`config.mk`:
```
export PLATFORM = sky130hd
export DESIGN_NAME = csm_supply_mode_fault_manager
export DESIGN_NICKNAME = d
export VERILOG_FILES = /design/src/design/csm_pkg.sv /design/src/design/csm_supply_mode_fault_manager.sv
export SDC_FILE = /design/constraint.sdc
export NUM_CORES = 1
export LEC_CHECK = 0
export BUFFER_PORTS_ARGS = -buffer_cell sky130_fd_sc_hd__buf_2
export CAP_MARGIN = 20
export CORE_MARGIN = 3
export CORE_UTILIZATION = 45
export CTS_BUF_LIST = sky130_fd_sc_hd__clkbuf_16
export DETAILED_ROUTE_END_ITERATION = 12
export GPL_TIMING_DRIVEN = 0
export PLACE_DENSITY = 0.62
export SLEW_MARGIN = 10
export SYNTH_ARGS = -nofsm -noshare
export SYNTH_HDL_FRONTEND = slang
export SYNTH_SLANG_ARGS = --single-unit
```
`constraint.sdc`:
```
create_clock -name clk -period 3.2 [get_ports clk]
set_input_delay 0.32 -clock clk [delete_from_list [all_inputs] [get_ports clk]]
set_output_delay 0.32 -clock clk [all_outputs]
set_load 0.03 [all_outputs]
```
`src/design/csm_pkg.sv`:
```
// Purpose: Shared types and constants for the supply mode and bus fault manager.
// Assumes: A 20 MHz system clock; comparator inputs already synchronous.
// Notes:   Register layouts are packed structs so bit positions are named once.
package csm_pkg;

	localparam int CLK_NS  = 50;
	localparam int CLK_MHZ = 20;

	localparam logic [7:0] CTRL_OFS  = 8'h00;
	localparam logic [7:0] STAT_OFS  = 8'h04;
	localparam logic [7:0] FAULT_OFS = 8'h08;

	localparam logic [31:0] CTRL_RST = 32'h0000_0091;

	localparam int OVV_US      = 32;
	localparam int OVV_CYC     = OVV_US * CLK_MHZ;
	localparam int SHORT_NS    = 1_300_000;
	localparam int SHORT_CYC   = SHORT_NS / CLK_NS;
	localparam int VDD_NS      = 2_500_000;
	localparam int VDD_CYC     = VDD_NS / CLK_NS;
	localparam int IDLE_US     = 1000;
	localparam int IDLE_CYC    = IDLE_US * CLK_MHZ;
	localparam int EDGE_DIFF_MAX = 3;

	localparam logic [3:0] F_NONE   = 4'h0;
	localparam logic [3:0] F_H_OPEN = 4'h1;
	localparam logic [3:0] F_L_OPEN = 4'h2;
	localparam logic [3:0] F_H_BAT  = 4'h3;
	localparam logic [3:0] F_L_GND  = 4'h4;
	localparam logic [3:0] F_L_BAT  = 4'h6;
	localparam logic [3:0] F_SHORT  = 4'h7;
	localparam logic [3:0] F_H_VDD  = 4'h8;
	localparam logic [3:0] F_PROTO  = 4'ha;

	localparam logic [1:0] RESP_OK  = 2'h0;
	localparam logic [1:0] RESP_ERR = 2'h2;

	typedef enum logic [1:0] {SLEEP, STANDBY, RECEIVE_ONLY_MODE, NORMAL} csm_mode_t;

	typedef struct packed {
		logic [20:0] rsvd;
		logic        wd_dis;
		logic        start_ack;
		logic        local_wake;
		logic        v3_en;
		logic        v2_track;
		logic        v2_en;
		logic        timer_en;
		logic [1:0]  standby_power_select;
		logic [1:0]  mode_req;
	} csm_ctrl_t;

	typedef struct packed {
		logic [21:0] rsvd;
		logic        single_wire;
		logic        tx_blocked;
		logic        timer_run;
		logic        osc_fast;
		logic        osc_run;
		logic        v3;
		logic        v2;
		logic        v1;
		logic [1:0]  mode;
	} csm_stat_t;

	typedef struct packed {
		logic [23:0] rsvd;
		logic [3:0]  code;
		logic [2:0]  rsvd2;
		logic        flag;
	} csm_fault_t;

	typedef struct packed {
		logic mcu_supply_regulator;
		logic peripheral_supply_regulator;
		logic peripheral_track;
		logic transceiver_supply_regulator;
		logic osc_run;
		logic osc_fast;
		logic timer_run;
		logic bus_standby;
	} csm_supply_t;

	typedef struct packed {
		logic canh_ovv;
		logic canl_ovv;
		logic canl_low;
		logic diff_neg;
		logic canh_high;
		logic canh_dom;
		logic canl_dom;
	} csm_sense_t;

	typedef struct packed {
		logic drive_h;
		logic drive_l;
		logic rx_n;
	} csm_line_t;

	typedef struct packed {
		logic        awvalid;
		logic [7:0]  awaddr;
		logic        wvalid;
		logic [31:0] wdata;
		logic [3:0]  wstrb;
		logic        bready;
		logic        arvalid;
		logic [7:0]  araddr;
		logic        rready;
	} csm_axi_req_t;

	typedef struct packed {
		logic        awready;
		logic        wready;
		logic        bvalid;
		logic [1:0]  bresp;
		logic        arready;
		logic        rvalid;
		logic [31:0] rdata;
		logic [1:0]  rresp;
	} csm_axi_rsp_t;

endpackage : csm_pkg

```
`src/design/csm_supply_mode_fault_manager.sv`:
```
// Purpose: Mode control, supply steering and bus fault supervision of the transceiver.
// Assumes: All inputs synchronous to clk; registers reached over AXI4-Lite.
// Notes:   Outputs are registered copies of the next state, so they agree with st.
//
// Contract
// - Sleep: regulators off, bus standby, timer optional
// - Power select 11: only MCU supply, oscillator stopped
// - Power select 10: MCU supply, slow oscillator
// - Power select 00: MCU supply, fast oscillator, reset default
// - Receive-only: transceiver supply, idle returns sleep
// - Normal: all supplies, fast oscillator, full bus
// - Low-oscillator standby needs startup ack; select 11 also needs watchdog off
// - Peripheral supply follows enable bit, tracking option
// - Transceiver supply follows its enable bit
// - Reset held high keeps MCU supply alive
// - Long transmit dominant blocks further transmission
// - Both wires dominant too long is type ten
// - Leave sleep on local wake or bus dominant
// - Edge count difference above three flags open
// - Overvoltage held 32us flags types three, six
// - Low wire low and negative held flags four; code reports seven, both filters fire together
// - Negative differential held flags type seven
// - High wire high and negative held flags eight
// - Types one, two, four, eight: differential transmit
// - Types one, two, five, nine: differential receive
// - Types three, six: single-wire on healthy wire
// - Dominant drives the wires, recessive releases them
// - Error flag and fault type readable in register
`timescale 1ns/10ps
module csm_supply_mode_fault_manager #(
	parameter int SHORT_TIME = csm_pkg::SHORT_CYC,
	parameter int VDD_TIME   = csm_pkg::VDD_CYC,
	parameter int IDLE_TIME  = csm_pkg::IDLE_CYC
) (
	input  wire logic                 clk,
	input  wire logic                 rst,
	input  wire csm_pkg::csm_axi_req_t axi_req,
	output      csm_pkg::csm_axi_rsp_t axi_rsp,
	input  wire csm_pkg::csm_sense_t   sense,
	input  wire logic                 txd_n,
	input  wire logic                 reset_hold_ext,
	output      csm_pkg::csm_supply_t  supply,
	output      csm_pkg::csm_line_t    line,
	output      logic                 fault_flag
);
	import csm_pkg::*;

	localparam int NCOND = 7;

	typedef struct packed {
		csm_axi_rsp_t          rsp;
		logic                  aw_held;
		logic [7:0]            aw_addr;
		logic                  w_held;
		logic [31:0]           w_data;
		logic [3:0]            w_strb;
		csm_ctrl_t             ctrl;
		csm_mode_t             mode;
		logic [1:0]            lp_eff;
		logic                  tx_blocked;
		logic [3:0]            code;
		logic                  flag;
		logic signed [3:0]     edge_diff;
		logic                  h_prev;
		logic                  l_prev;
		logic [15:0]           idle_cnt;
		logic [NCOND-1:0][15:0] cnt;
		csm_supply_t           sup;
		csm_line_t             ln;
	} csm_state_t;

	csm_state_t           st;
	csm_state_t           nxt_st;
	logic [NCOND-1:0]     cond;
	logic [NCOND-1:0]     fire;
	logic [NCOND-1:0][15:0] limit;
	logic [NCOND-1:0][3:0]  ccode;

	////////////////////////////////////////////////////////////////////////////////

	function automatic logic [31:0] merge(input logic [31:0] old, input logic [31:0] wd, input logic [3:0] be);
		logic [31:0] r;
		r = old;
		for (int i = 0; i < 4; i++)
		begin
			if (be[i])
			begin
				r[i*8 +: 8] = wd[i*8 +: 8];
			end
		end
		return r;
	endfunction : merge

	function automatic logic known(input logic [7:0] a);
		return (a == CTRL_OFS) || (a == STAT_OFS) || (a == FAULT_OFS);
	endfunction : known

	// Persistence filters: a condition counts while present and fires once.
	assign cond = {~txd_n, sense.canh_dom & sense.canl_dom, sense.canh_high & sense.diff_neg,
		sense.diff_neg, sense.canl_low & sense.diff_neg, sense.canl_ovv, sense.canh_ovv};
	assign limit = {16'(SHORT_TIME), 16'(SHORT_TIME), 16'(VDD_TIME), 16'(SHORT_TIME),
		16'(SHORT_TIME), 16'(OVV_CYC), 16'(OVV_CYC)};
	assign ccode = {F_NONE, F_PROTO, F_H_VDD, F_SHORT, F_L_GND, F_L_BAT, F_H_BAT};

	genvar g;
	generate
		for (g = 0; g < NCOND; g++)
		begin : g_fire
			assign fire[g] = cond[g] && (st.cnt[g] == limit[g] - 16'h0001);
		end
	endgenerate

	////////////////////////////////////////////////////////////////////////////////

	always_comb
	begin
		csm_stat_t  s;
		csm_fault_t f;
		logic       wr;
		logic       h_fall;
		logic       l_fall;
		logic       bus_dom;
		logic       mode_wr;
		csm_ctrl_t  wc;
		s = '0;
		f = '0;
		wc = '0;
		wr = 1'b0;
		h_fall = 1'b0;
		l_fall = 1'b0;
		bus_dom = 1'b0;
		mode_wr = 1'b0;
		nxt_st = st;
		nxt_st.rsp.bvalid = st.rsp.bvalid && !axi_req.bready;
		nxt_st.rsp.rvalid = st.rsp.rvalid && !axi_req.rready;
		nxt_st.ctrl.local_wake = 1'b0;

		// Write address and data are caught separately, in either order.
		if (axi_req.awvalid && st.rsp.awready)
		begin
			nxt_st.aw_held = 1'b1;
			nxt_st.aw_addr = axi_req.awaddr;
		end
		if (axi_req.wvalid && st.rsp.wready)
		begin
			nxt_st.w_held = 1'b1;
			nxt_st.w_data = axi_req.wdata;
			nxt_st.w_strb = axi_req.wstrb;
		end
		wr = st.aw_held && st.w_held && !st.rsp.bvalid;
		if (wr)
		begin
			nxt_st.aw_held = 1'b0;
			nxt_st.w_held = 1'b0;
			nxt_st.rsp.bvalid = 1'b1;
			nxt_st.rsp.bresp = known(st.aw_addr) ? RESP_OK : RESP_ERR;
			if (st.aw_addr == CTRL_OFS)
			begin
				wc = csm_ctrl_t'(merge(st.ctrl, st.w_data, st.w_strb));
				wc.rsvd = '0;
				nxt_st.ctrl = wc;
				mode_wr = st.w_strb[0];
			end
		end
		nxt_st.rsp.awready = !nxt_st.aw_held;
		nxt_st.rsp.wready = !nxt_st.w_held;

		s.mode = st.mode;
		s.v1 = st.sup.mcu_supply_regulator;
		s.v2 = st.sup.peripheral_supply_regulator;
		s.v3 = st.sup.transceiver_supply_regulator;
		s.osc_run = st.sup.osc_run;
		s.osc_fast = st.sup.osc_fast;
		s.timer_run = st.sup.timer_run;
		s.tx_blocked = st.tx_blocked;
		s.single_wire = (st.code == F_H_BAT) || (st.code == F_L_BAT);
		f.code = st.code;
		f.flag = st.flag;
		if (axi_req.arvalid && st.rsp.arready)
		begin
			nxt_st.rsp.rvalid = 1'b1;
			nxt_st.rsp.rresp = known(axi_req.araddr) ? RESP_OK : RESP_ERR;
			unique case (axi_req.araddr)
				CTRL_OFS:  nxt_st.rsp.rdata = st.ctrl;
				STAT_OFS:  nxt_st.rsp.rdata = s;
				FAULT_OFS: nxt_st.rsp.rdata = f;
				default:   nxt_st.rsp.rdata = '0;
			endcase
		end
		nxt_st.rsp.arready = !nxt_st.rsp.rvalid;

		h_fall = st.h_prev && !sense.canh_dom;
		l_fall = st.l_prev && !sense.canl_dom;
		nxt_st.h_prev = sense.canh_dom;
		nxt_st.l_prev = sense.canl_dom;
		if (l_fall && !h_fall)
		begin
			nxt_st.edge_diff = st.edge_diff + 4'sd1;
		end
		else if (h_fall && !l_fall)
		begin
			nxt_st.edge_diff = st.edge_diff - 4'sd1;
		end

		// flag clears by writing one; a fault in the same cycle wins.
		if (wr && (st.aw_addr == FAULT_OFS) && st.w_strb[0] && st.w_data[0])
		begin
			nxt_st.flag = 1'b0;
		end
		// latest detected type replaces the code
		if ($signed(nxt_st.edge_diff) > $signed(4'(EDGE_DIFF_MAX)))
		begin
			nxt_st.code = F_H_OPEN;
			nxt_st.flag = 1'b1;
			nxt_st.edge_diff = '0;
		end
		else if ($signed(nxt_st.edge_diff) < -$signed(4'(EDGE_DIFF_MAX)))
		begin
			nxt_st.code = F_L_OPEN;
			nxt_st.flag = 1'b1;
			nxt_st.edge_diff = '0;
		end
		for (int i = 0; i < NCOND; i++)
		begin
			nxt_st.cnt[i] = !cond[i] ? 16'h0000 : (st.cnt[i] == limit[i]) ? st.cnt[i] : st.cnt[i] + 16'h0001;
			if (fire[i] && (ccode[i] != F_NONE))
			begin
				nxt_st.code = ccode[i];
				nxt_st.flag = 1'b1;
			end
		end
		// stuck transmit blocks until the protocol unit releases
		if (fire[6])
		begin
			nxt_st.tx_blocked = 1'b1;
		end
		else if (txd_n)
		begin
			nxt_st.tx_blocked = 1'b0;
		end

		bus_dom = sense.canh_dom || sense.canl_dom;
		nxt_st.idle_cnt = bus_dom ? 16'h0000 : st.idle_cnt + 16'h0001;
		unique case (st.mode)
			SLEEP:
			begin
				// wake on local request or bus dominant
				if (st.ctrl.local_wake || bus_dom)
				begin
					nxt_st.mode = NORMAL;
				end
			end
			RECEIVE_ONLY_MODE:
			begin
				// idle bus falls back to sleep
				if (st.idle_cnt >= 16'(IDLE_TIME - 1))
				begin
					nxt_st.mode = SLEEP;
				end
			end
			default:
			begin
				nxt_st.mode = st.mode;
			end
		endcase
		if (mode_wr)
		begin
			nxt_st.mode = csm_mode_t'(wc.mode_req);
			nxt_st.idle_cnt = '0;
		end

		// low-oscillator variants need an acknowledged startup
		nxt_st.lp_eff = 2'h0;
		if (nxt_st.ctrl.start_ack && nxt_st.ctrl.standby_power_select == 2'h2)
		begin
			nxt_st.lp_eff = 2'h2;
		end
		else if (nxt_st.ctrl.start_ack && nxt_st.ctrl.wd_dis && nxt_st.ctrl.standby_power_select == 2'h3)
		begin
			nxt_st.lp_eff = 2'h3;
		end

		nxt_st.sup = '0;
		nxt_st.sup.peripheral_track = nxt_st.ctrl.v2_track;
		unique case (nxt_st.mode)
			SLEEP:
			begin
				// all off, timer only when enabled
				// external reset hold keeps the MCU alive
				nxt_st.sup.mcu_supply_regulator = reset_hold_ext;
				nxt_st.sup.bus_standby = 1'b1;
				nxt_st.sup.osc_run = nxt_st.ctrl.timer_en;
				nxt_st.sup.timer_run = nxt_st.ctrl.timer_en;
			end
			STANDBY:
			begin
				nxt_st.sup.mcu_supply_regulator = 1'b1;
				nxt_st.sup.bus_standby = 1'b1;
				nxt_st.sup.osc_run = nxt_st.lp_eff != 2'h3;
				nxt_st.sup.osc_fast = nxt_st.lp_eff == 2'h0;
				nxt_st.sup.timer_run = nxt_st.lp_eff != 2'h3;
			end
			RECEIVE_ONLY_MODE:
			begin
				nxt_st.sup.mcu_supply_regulator = reset_hold_ext;
				nxt_st.sup.transceiver_supply_regulator = nxt_st.ctrl.v3_en;
				nxt_st.sup.osc_run = 1'b1;
				nxt_st.sup.osc_fast = 1'b1;
				nxt_st.sup.timer_run = 1'b1;
			end
			NORMAL:
			begin
				nxt_st.sup.mcu_supply_regulator = 1'b1;
				nxt_st.sup.peripheral_supply_regulator = nxt_st.ctrl.v2_en;
				nxt_st.sup.transceiver_supply_regulator = nxt_st.ctrl.v3_en;
				nxt_st.sup.osc_run = 1'b1;
				nxt_st.sup.osc_fast = 1'b1;
				nxt_st.sup.timer_run = 1'b1;
			end
		endcase

		// dominant drives; overvoltage wire is left idle
		nxt_st.ln.drive_h = (nxt_st.mode == NORMAL) && !txd_n && !nxt_st.tx_blocked && (nxt_st.code != F_H_BAT);
		nxt_st.ln.drive_l = (nxt_st.mode == NORMAL) && !txd_n && !nxt_st.tx_blocked && (nxt_st.code != F_L_BAT);
		// receive from the healthy wire or both
		nxt_st.ln.rx_n = 1'b1;
		if (nxt_st.mode == NORMAL || nxt_st.mode == RECEIVE_ONLY_MODE)
		begin
			nxt_st.ln.rx_n = (nxt_st.code == F_H_BAT) ? !sense.canl_dom :
				(nxt_st.code == F_L_BAT) ? !sense.canh_dom : !bus_dom;
		end
	end

	always_ff @(posedge clk)
	begin
		if (rst)
		begin
			st <= '0;
			st.ctrl <= csm_ctrl_t'(CTRL_RST);
			st.mode <= STANDBY;
			st.rsp.awready <= 1'b1;
			st.rsp.wready <= 1'b1;
			st.rsp.arready <= 1'b1;
			st.sup.mcu_supply_regulator <= 1'b1;
			st.sup.bus_standby <= 1'b1;
			st.sup.osc_run <= 1'b1;
			st.sup.osc_fast <= 1'b1;
			st.sup.timer_run <= 1'b1;
			st.ln.rx_n <= 1'b1;
		end
		else
		begin
			st <= nxt_st;
		end
	end

	assign axi_rsp = st.rsp;
	assign supply = st.sup;
	assign line = st.ln;
	assign fault_flag = st.flag;
endmodule : csm_supply_mode_fault_manager

```
**After elaboration in Yosys (flattened, before gate mapping)**

Index checks and enable logic that the tools add are counted.

- Add/sub/neg operators: 10
- Magnitude comparators: 3
- Equality and inequality tests: 31
- Multiplexer cells: 42
- Bitwise operators: 15
- Reductions and logical operators: 73

Operators with widths:

| cell | number |
|---|---|
| $add A16 B1 Y16 const B | 8 |
| $eq A16 B15 Y1 const B | 8 |
| $eq A16 B10 Y1 const B | 4 |
| $mux W37 | 1 |
| $mux W35 | 1 |
| $pmux W11 S3 | 1 |
| $eq A16 B16 Y1 const B | 2 |
| $mux W5 | 6 |
| $logic_and A1 B1 Y1 | 28 |
| $reduce_or A2 Y1 | 14 |
| $mux W9 | 3 |
| $mux W11 | 2 |
| $mux W2 | 9 |
| $eq A8 B3 Y1 const B | 2 |
| $eq A8 B4 Y1 const B | 2 |
| $ge A16 B15 Y1 const B | 1 |
| $logic_not A8 Y1 | 2 |
| $logic_not A1 Y1 | 13 |
| $not A1 Y1 | 12 |
| $eq A2 B2 Y1 const B | 5 |
| $mux W1 | 10 |
| $reduce_bool A9 Y1 | 1 |
| $reduce_or A3 Y1 | 3 |
| $eq A4 B2 Y1 const B | 2 |
| other kinds (19) | 34 |

- Flip-flop bits (word level): 249
- Input port bits: 68
- Output and inout port bits: 53
- Logic and storage cells: 220

**Logic depth before layout (Yosys ltp)**

- Word-level depth: 18
- Gate-level depth with buffers: 10
- Gate-level depth less buffers: 9

**Least setup slack after synthesis**

Ideal clock, no wire load.

- Kind: register to register
- Start point: reg st[100] (netlist bit)
- End point: reg st (netlist bit line[0])
- Library setup time: 0.116 ns
- Data arrival time: 2.302 ns
- Required time: 3.084 ns
- Path slack: 0.782 ns
- Stages on the path, launching flop included: 9
- Buffers on the path: 0
- Clock period less this slack: 2.418 ns
- Cells stage by stage: dfxtp_1 -> or4b_1 -> or4_1 -> or4_4 -> nand2_4 -> a41oi_4 -> nor2b_4 -> a31oi_1 -> o21ai_1

- Cells in the longest elaborated chain, start to end: 6
- Elaborated cells between the ends (all ways): 7
- Classes of those cells: eq/ne: 3; mux: 3; reduce/logical: 1

Ends and longest elaborated chain:

| item | RTL line | text |
|---|---|---|
| from (decl) | csm_supply_mode_fault_manager.sv:72 | `csm_state_t st;` |
| from (signal assigned) | csm_supply_mode_fault_manager.sv:353 | `st <= nxt_st;` |
| $eq A16 B15 Y1 * | csm_supply_mode_fault_manager.sv:109 | `assign fire[g] = cond[g] && (st.cnt[g] == limit[g] - 16'h0001);` |
| $logic_and A1 B1 Y1 * | csm_supply_mode_fault_manager.sv:109 |  |
| $mux W5 * | csm_supply_mode_fault_manager.sv:226 | `if (fire[i] && (ccode[i] != F_NONE))` |
| $eq A4 B3 Y1 | csm_supply_mode_fault_manager.sv:330 | `(nxt_st.code == F_L_BAT) ? !sense.canh_dom : !bus_dom;` |
| $mux W1 | csm_supply_mode_fault_manager.sv:330 |  |
| $mux W1 * | csm_supply_mode_fault_manager.sv:329 | `nxt_st.ln.rx_n = (nxt_st.code == F_H_BAT) ? !sense.canl_dom :` |

Every way passes the cells marked *; elsewhere a longest branch is shown, timed or not.
A chain may end at the register's enable or synchronous reset.

**Final worst setup path**

- Start point: reg st[141] (netlist bit)
- End point: reg st (netlist bit line[0])

- Cells in the longest elaborated chain, start to end: 15
- Elaborated cells between the ends (all ways): 18
- Classes of those cells: add/sub: 2; order compare: 2; eq/ne: 2; mux: 12

Ends and longest elaborated chain:

| item | RTL line | text |
|---|---|---|
| $sub A4 B2 Y4 | csm_supply_mode_fault_manager.sv:202 | `nxt_st.edge_diff = st.edge_diff - 4'sd1;` |
| $mux W4 | csm_supply_mode_fault_manager.sv:200 | `else if (h_fall && !l_fall)` |
| $mux W4 * | csm_supply_mode_fault_manager.sv:196 | `if (l_fall && !h_fall)` |
| $lt A4 B3 Y1 | csm_supply_mode_fault_manager.sv:217 | `else if ($signed(nxt_st.edge_diff) < -$signed(4'(EDGE_DIFF_MAX)))` |
| $mux W9 | csm_supply_mode_fault_manager.sv:217 |  |
| $mux W9 * | csm_supply_mode_fault_manager.sv:211 | `if ($signed(nxt_st.edge_diff) > $signed(4'(EDGE_DIFF_MAX)))` |
| $mux W5 * (6 in series) | csm_supply_mode_fault_manager.sv:226 |  |
| $eq A4 B3 Y1 | csm_supply_mode_fault_manager.sv:330 |  |
| $mux W1 | csm_supply_mode_fault_manager.sv:330 |  |
| $mux W1 * | csm_supply_mode_fault_manager.sv:329 |  |

Marked as above.

==> impl_summary.txt <==
----------------------------------------------------
[Global route]
  Most Crowded Layer GR ... met2
  M2 GR Usage ... a little over a quarter
  M1 GR Usage ... a little under a quarter
  All-Layer GR Usage ... about 17%
  Met3 demand-to-capacity share in global routing ... between 2 and 3%
  Vias in the first global route ... 6745
  Antenna violations before repair ... 0
  Global-route wire length before repair ... around 32 mm
  Pin count of the biggest net entering global routing ... 14
  Final global-route overflow total ... 0

[Job]
  Number of max-cap violations ... 0

[Clocking]
  Resize count post-CTS ... 0
  Clock latency on the worst-skew pair ... around 0.50 ns
  Clk Tree Root Cell ... sky130_fd_sc_hd__clkbuf_16
  Level count of the clock H-tree ... 1
  Post-cts hold buffer count ... 0
  Post-CTS Repair Setup Buffers ... 0
  Number of buffers created by CTS ... 22
  # clock sinks ... roughly 200
  CTS tree ... yes
  Clock slew at the register clock pins of the worst setup and hold paths ... approximately 0.06 ns
  Maximum buffer depth of the clock tree ... 3

[Place]
  Post-Place Worst Slack ... around 0.46 ns
  Final weighted congestion in routability-driven placement ... slightly above 0.8
  Placed cells ... approximately 1500
  Number of buffer cells added on primary ports ... 72
  Sum of net half-perimeters after detailed placement ... around 14 mm

[Yosys]
  Cell type contributing the most total cell area after synthesis ... sky130_fd_sc_hd__dfxtp_1
  Synth top area share ... 43.4%
  Library cell with the highest instance count after synthesis ... sky130_fd_sc_hd__dfxtp_1
  Synthesized netlist cell count ... between 1000 and 1500
  Leading cell types by total area after synthesis ... sky130_fd_sc_hd__dfxtp_1 (43%), sky130_fd_sc_hd__nor2_1 (6.8%), sky130_fd_sc_hd__xor2_1 (6.1%)
  Unique masters post-synth ... 68
  Top FF cell, synth ... sky130_fd_sc_hd__dfxtp_1
  Post-synthesis cell area ... between 9000 and 10000 um2
  FF+latch count, synth ... 203
  Synthesized area divided by synthesized cell count ... around 8.5 um2
  Sequential cell area fraction in the yosys report ... between 40% and 50%
  Count of flip-flops with a built-in enable after synthesis ... 0
  Yosys synthesis warning count ... 0
  Synth cell count leaders ... sky130_fd_sc_hd__dfxtp_1 (203), sky130_fd_sc_hd__nor2_1 (169), sky130_fd_sc_hd__nand2_1 (132)
  Asr flop ratio synth ... 0%

[Die]
  Effective utilization at floorplan ... between 40% and 50%
  Horizontal die dimension ... around 150 um
  Floorplan die height ... about 150 um
  Number of top-level pins ... about 120
  Core Footprint ... just over 20000 um2
  Row cnt ... 52
  Full die area ... approximately 23000 um2

[Pwr]
  Power density of the placed cells ... 491 nW/um2
  Overall Power ... ~5.3 mW
  Peak ir drop on the vdd network ... between 0.2 and 0.3 mV
  Leakage power total ... approximately 4.2 nW

[Critical path]
  Crit-path cells ... inv_1 > ha_1 > o31ai_1 > o311ai_4 > nand2_1 > o21ai_0 > o41a_1 > o21ai_1
  Required time of the worst setup path ... between 3 and 4 ns
  Element type at the critical path start ... flop
  Kind of end point of the critical path ... flop
  Top delay family on crit path ... compound AO/OA/AOI/OAI gates
  Slowest cell on the critical path ... sky130_fd_sc_hd__o31ai_1
  Data arrival time of the worst path ... 3.11 ns
  Worst Path Buf+Inv ... 1
  Max Fanout on Critical Path ... 5
  Largest incremental delay on the critical path ... between 0.5 and 0.6 ns
  Worst Setup Path Type ... flop to flop

[Layout]
  Diode insertion count for antenna repair ... 0
  Synthesis-to-layout area growth ... 15.5%
  Final nets ... around 1300
  Ratio of cells with drive above 1 in the final layout ... between 10% and 20%
  Core occupancy in the finished layout ... between 50% and 60%
  Non-filler instance count after layout ... 1508

[Timing]
  Highest clock frequency the design can meet ... 372 MHz
  Unrepaired setup endpoints after global routing ... no
  Crit share post-route ... between 80% and 90%
  Final sum of negative setup slack ... 0 ns
  Setup WS post-layout ... approximately 0.51 ns
  Final-report setup violation count ... 0
  Number of hold violations in the final report ... 0
  Slew at the pin closest to its max-slew limit ... ~0.76 ns
  Max-slew headroom at the worst pin ... between 40% and 50%
  Clock skew after layout ... ~0.0073 ns
  Final count of pins violating max slew ... 0
  Shortest period the worst path allows ... 2.69 ns

[Detailed routing]
  1st-pass router iterations ... 4
  First DRT Iteration DRCs ... around 300
  Via Count ... about 7400
  Total detailed-routing wirelength ... 19.1 mm
  Residual DRC count ... 0
  Ratio of routed vias to standard cells ... a little under 5
  Count of antenna-violating nets left after detailed routing ... 0
  Routed length per placed instance ... 12.7 um

[Min path]
  Classification of the worst-slack hold path ... input port to flop

[Outcome]
  Status ... finished clean

----------------------------------------------------
## logic make-up (layout without fill, tap and decap cells)
| family | Yosys count | in the layout | share of synthesized area (%) |
|---|---|---|---|
| AOI/OAI and AO/OA | 121 | 121 | 7.92 |
| xor gates and xnor gates | 101 | 101 | 9.44 |
| adders and majority gates | 17 | 17 | 2.27 |
| buffers and inverters | 113 | 224 | 6.78 |
| DFF | 203 | 203 | 43.4 |
| muxes | 22 | 22 | 2.42 |
| other | 1 | 23 | 0.0400 |
| and+or+nand+nor | 527 | 527 | 27.8 |
## per-stage QoR
| step | hold slack, ns | instance area, um2 |
|---|---|---|
| floorplan | 0.418 | 9460 |
| global placement | 0.430 | 10200 |
| detailed placement | 0.439 | 10200 |
| CTS | 0.00543 | 10800 |
| global route | 0.00522 | 10800 |
| finish | 0.0159 | 10800 |
## report_power, final
group | total (mW) | internal (mW) | switching (mW)
sequential | 2.61 | 2.57 | 0.0370
combinational | 0.361 | 0.136 | 0.225
clock | 2.35 | 1.37 | 0.978
total | 5.32 | 4.08 | 1.24
## cells in the final DEF, fill, tap and decap left out, types with 5 or more instances in the layout
master / netlist / routed
sky130_fd_sc_hd__nor4_1: 11 / 11
sky130_fd_sc_hd__buf_2: 1 / 73
sky130_fd_sc_hd__nand2b_1: 14 / 14
sky130_fd_sc_hd__xnor2_1: 36 / 36
sky130_fd_sc_hd__buf_4: 52 / 52
sky130_fd_sc_hd__nor3_1: 20 / 20
sky130_fd_sc_hd__a22oi_1: 6 / 6
sky130_fd_sc_hd__o21ai_0: 22 / 22
sky130_fd_sc_hd__xor2_1: 65 / 65
sky130_fd_sc_hd__mux2i_1: 17 / 17
sky130_fd_sc_hd__and3_1: 22 / 22
sky130_fd_sc_hd__nand2_1: 132 / 132
sky130_fd_sc_hd__or3_1: 17 / 17
sky130_fd_sc_hd__mux2_2: 5 / 5
sky130_fd_sc_hd__dfxtp_1: 203 / 203
sky130_fd_sc_hd__and4_1: 5 / 5
sky130_fd_sc_hd__clkbuf_16: 0 / 23
sky130_fd_sc_hd__nor2_1: 169 / 169
sky130_fd_sc_hd__conb_1: 1 / 23
sky130_fd_sc_hd__nor2b_1: 8 / 8
sky130_fd_sc_hd__nor4b_1: 9 / 9
sky130_fd_sc_hd__clkinv_2: 0 / 5
sky130_fd_sc_hd__a21oi_1: 65 / 65
sky130_fd_sc_hd__clkbuf_1: 27 / 27
sky130_fd_sc_hd__or2_2: 6 / 6
sky130_fd_sc_hd__nand3_1: 48 / 48
sky130_fd_sc_hd__nand3b_1: 6 / 6
sky130_fd_sc_hd__and2_1: 6 / 6
sky130_fd_sc_hd__nand4_1: 23 / 23
sky130_fd_sc_hd__ha_1: 17 / 17
sky130_fd_sc_hd__inv_1: 30 / 37
## worst register-to-register path, cell delays in order, from the launching register on
cell	delay (ns)
sky130_fd_sc_hd__dfxtp_1	0.39
sky130_fd_sc_hd__inv_1	0.11
sky130_fd_sc_hd__ha_1	0.35
sky130_fd_sc_hd__o31ai_1	0.57
sky130_fd_sc_hd__o311ai_4	0.18
sky130_fd_sc_hd__nand2_1	0.19
sky130_fd_sc_hd__o21ai_0	0.22
sky130_fd_sc_hd__o41a_1	0.47
sky130_fd_sc_hd__o21ai_1	0.13
## state kept, by name (all words and copies together), names as in the netlist, named ones only
signal / cells
st: 173
axi_rsp: 18
supply: 7
line: 3
fault_flag: 1
## cell type report
| type | instances | area, um2 |
|---|---|---|
| fill | 1936 | 9540 |
| multi-input combinational | 811 | 4760 |
| sequential | 203 | 4060 |
| clock buffer | 23 | 576 |
| buffer | 83 | 523 |
| timing repair buffer | 72 | 360 |
| tap | 270 | 338 |
| inverter | 30 | 113 |
| clock inverter | 16 | 96.3 |
## routing by layer
layer,part of all wire (%),wire length (um),up-vias
li1,-,-,3906
met1,50,9530,3398
met2,43,8290,112
met3,4.4,836,32
met4,2.2,429,0
met5,0,0,-
## path summary, 6_finish.rpt
check	from	to	slack, ns	cells after the start
max	st[141]	line[0]	0.51	8
max reg2reg	st[141]	line[0]	0.51	8
min	reset_hold_ext	supply[7]	0.02	2
min reg2reg	st[123]	st[123]	0.45	1
No activity file was read; power rests on OpenSTA's default activity.
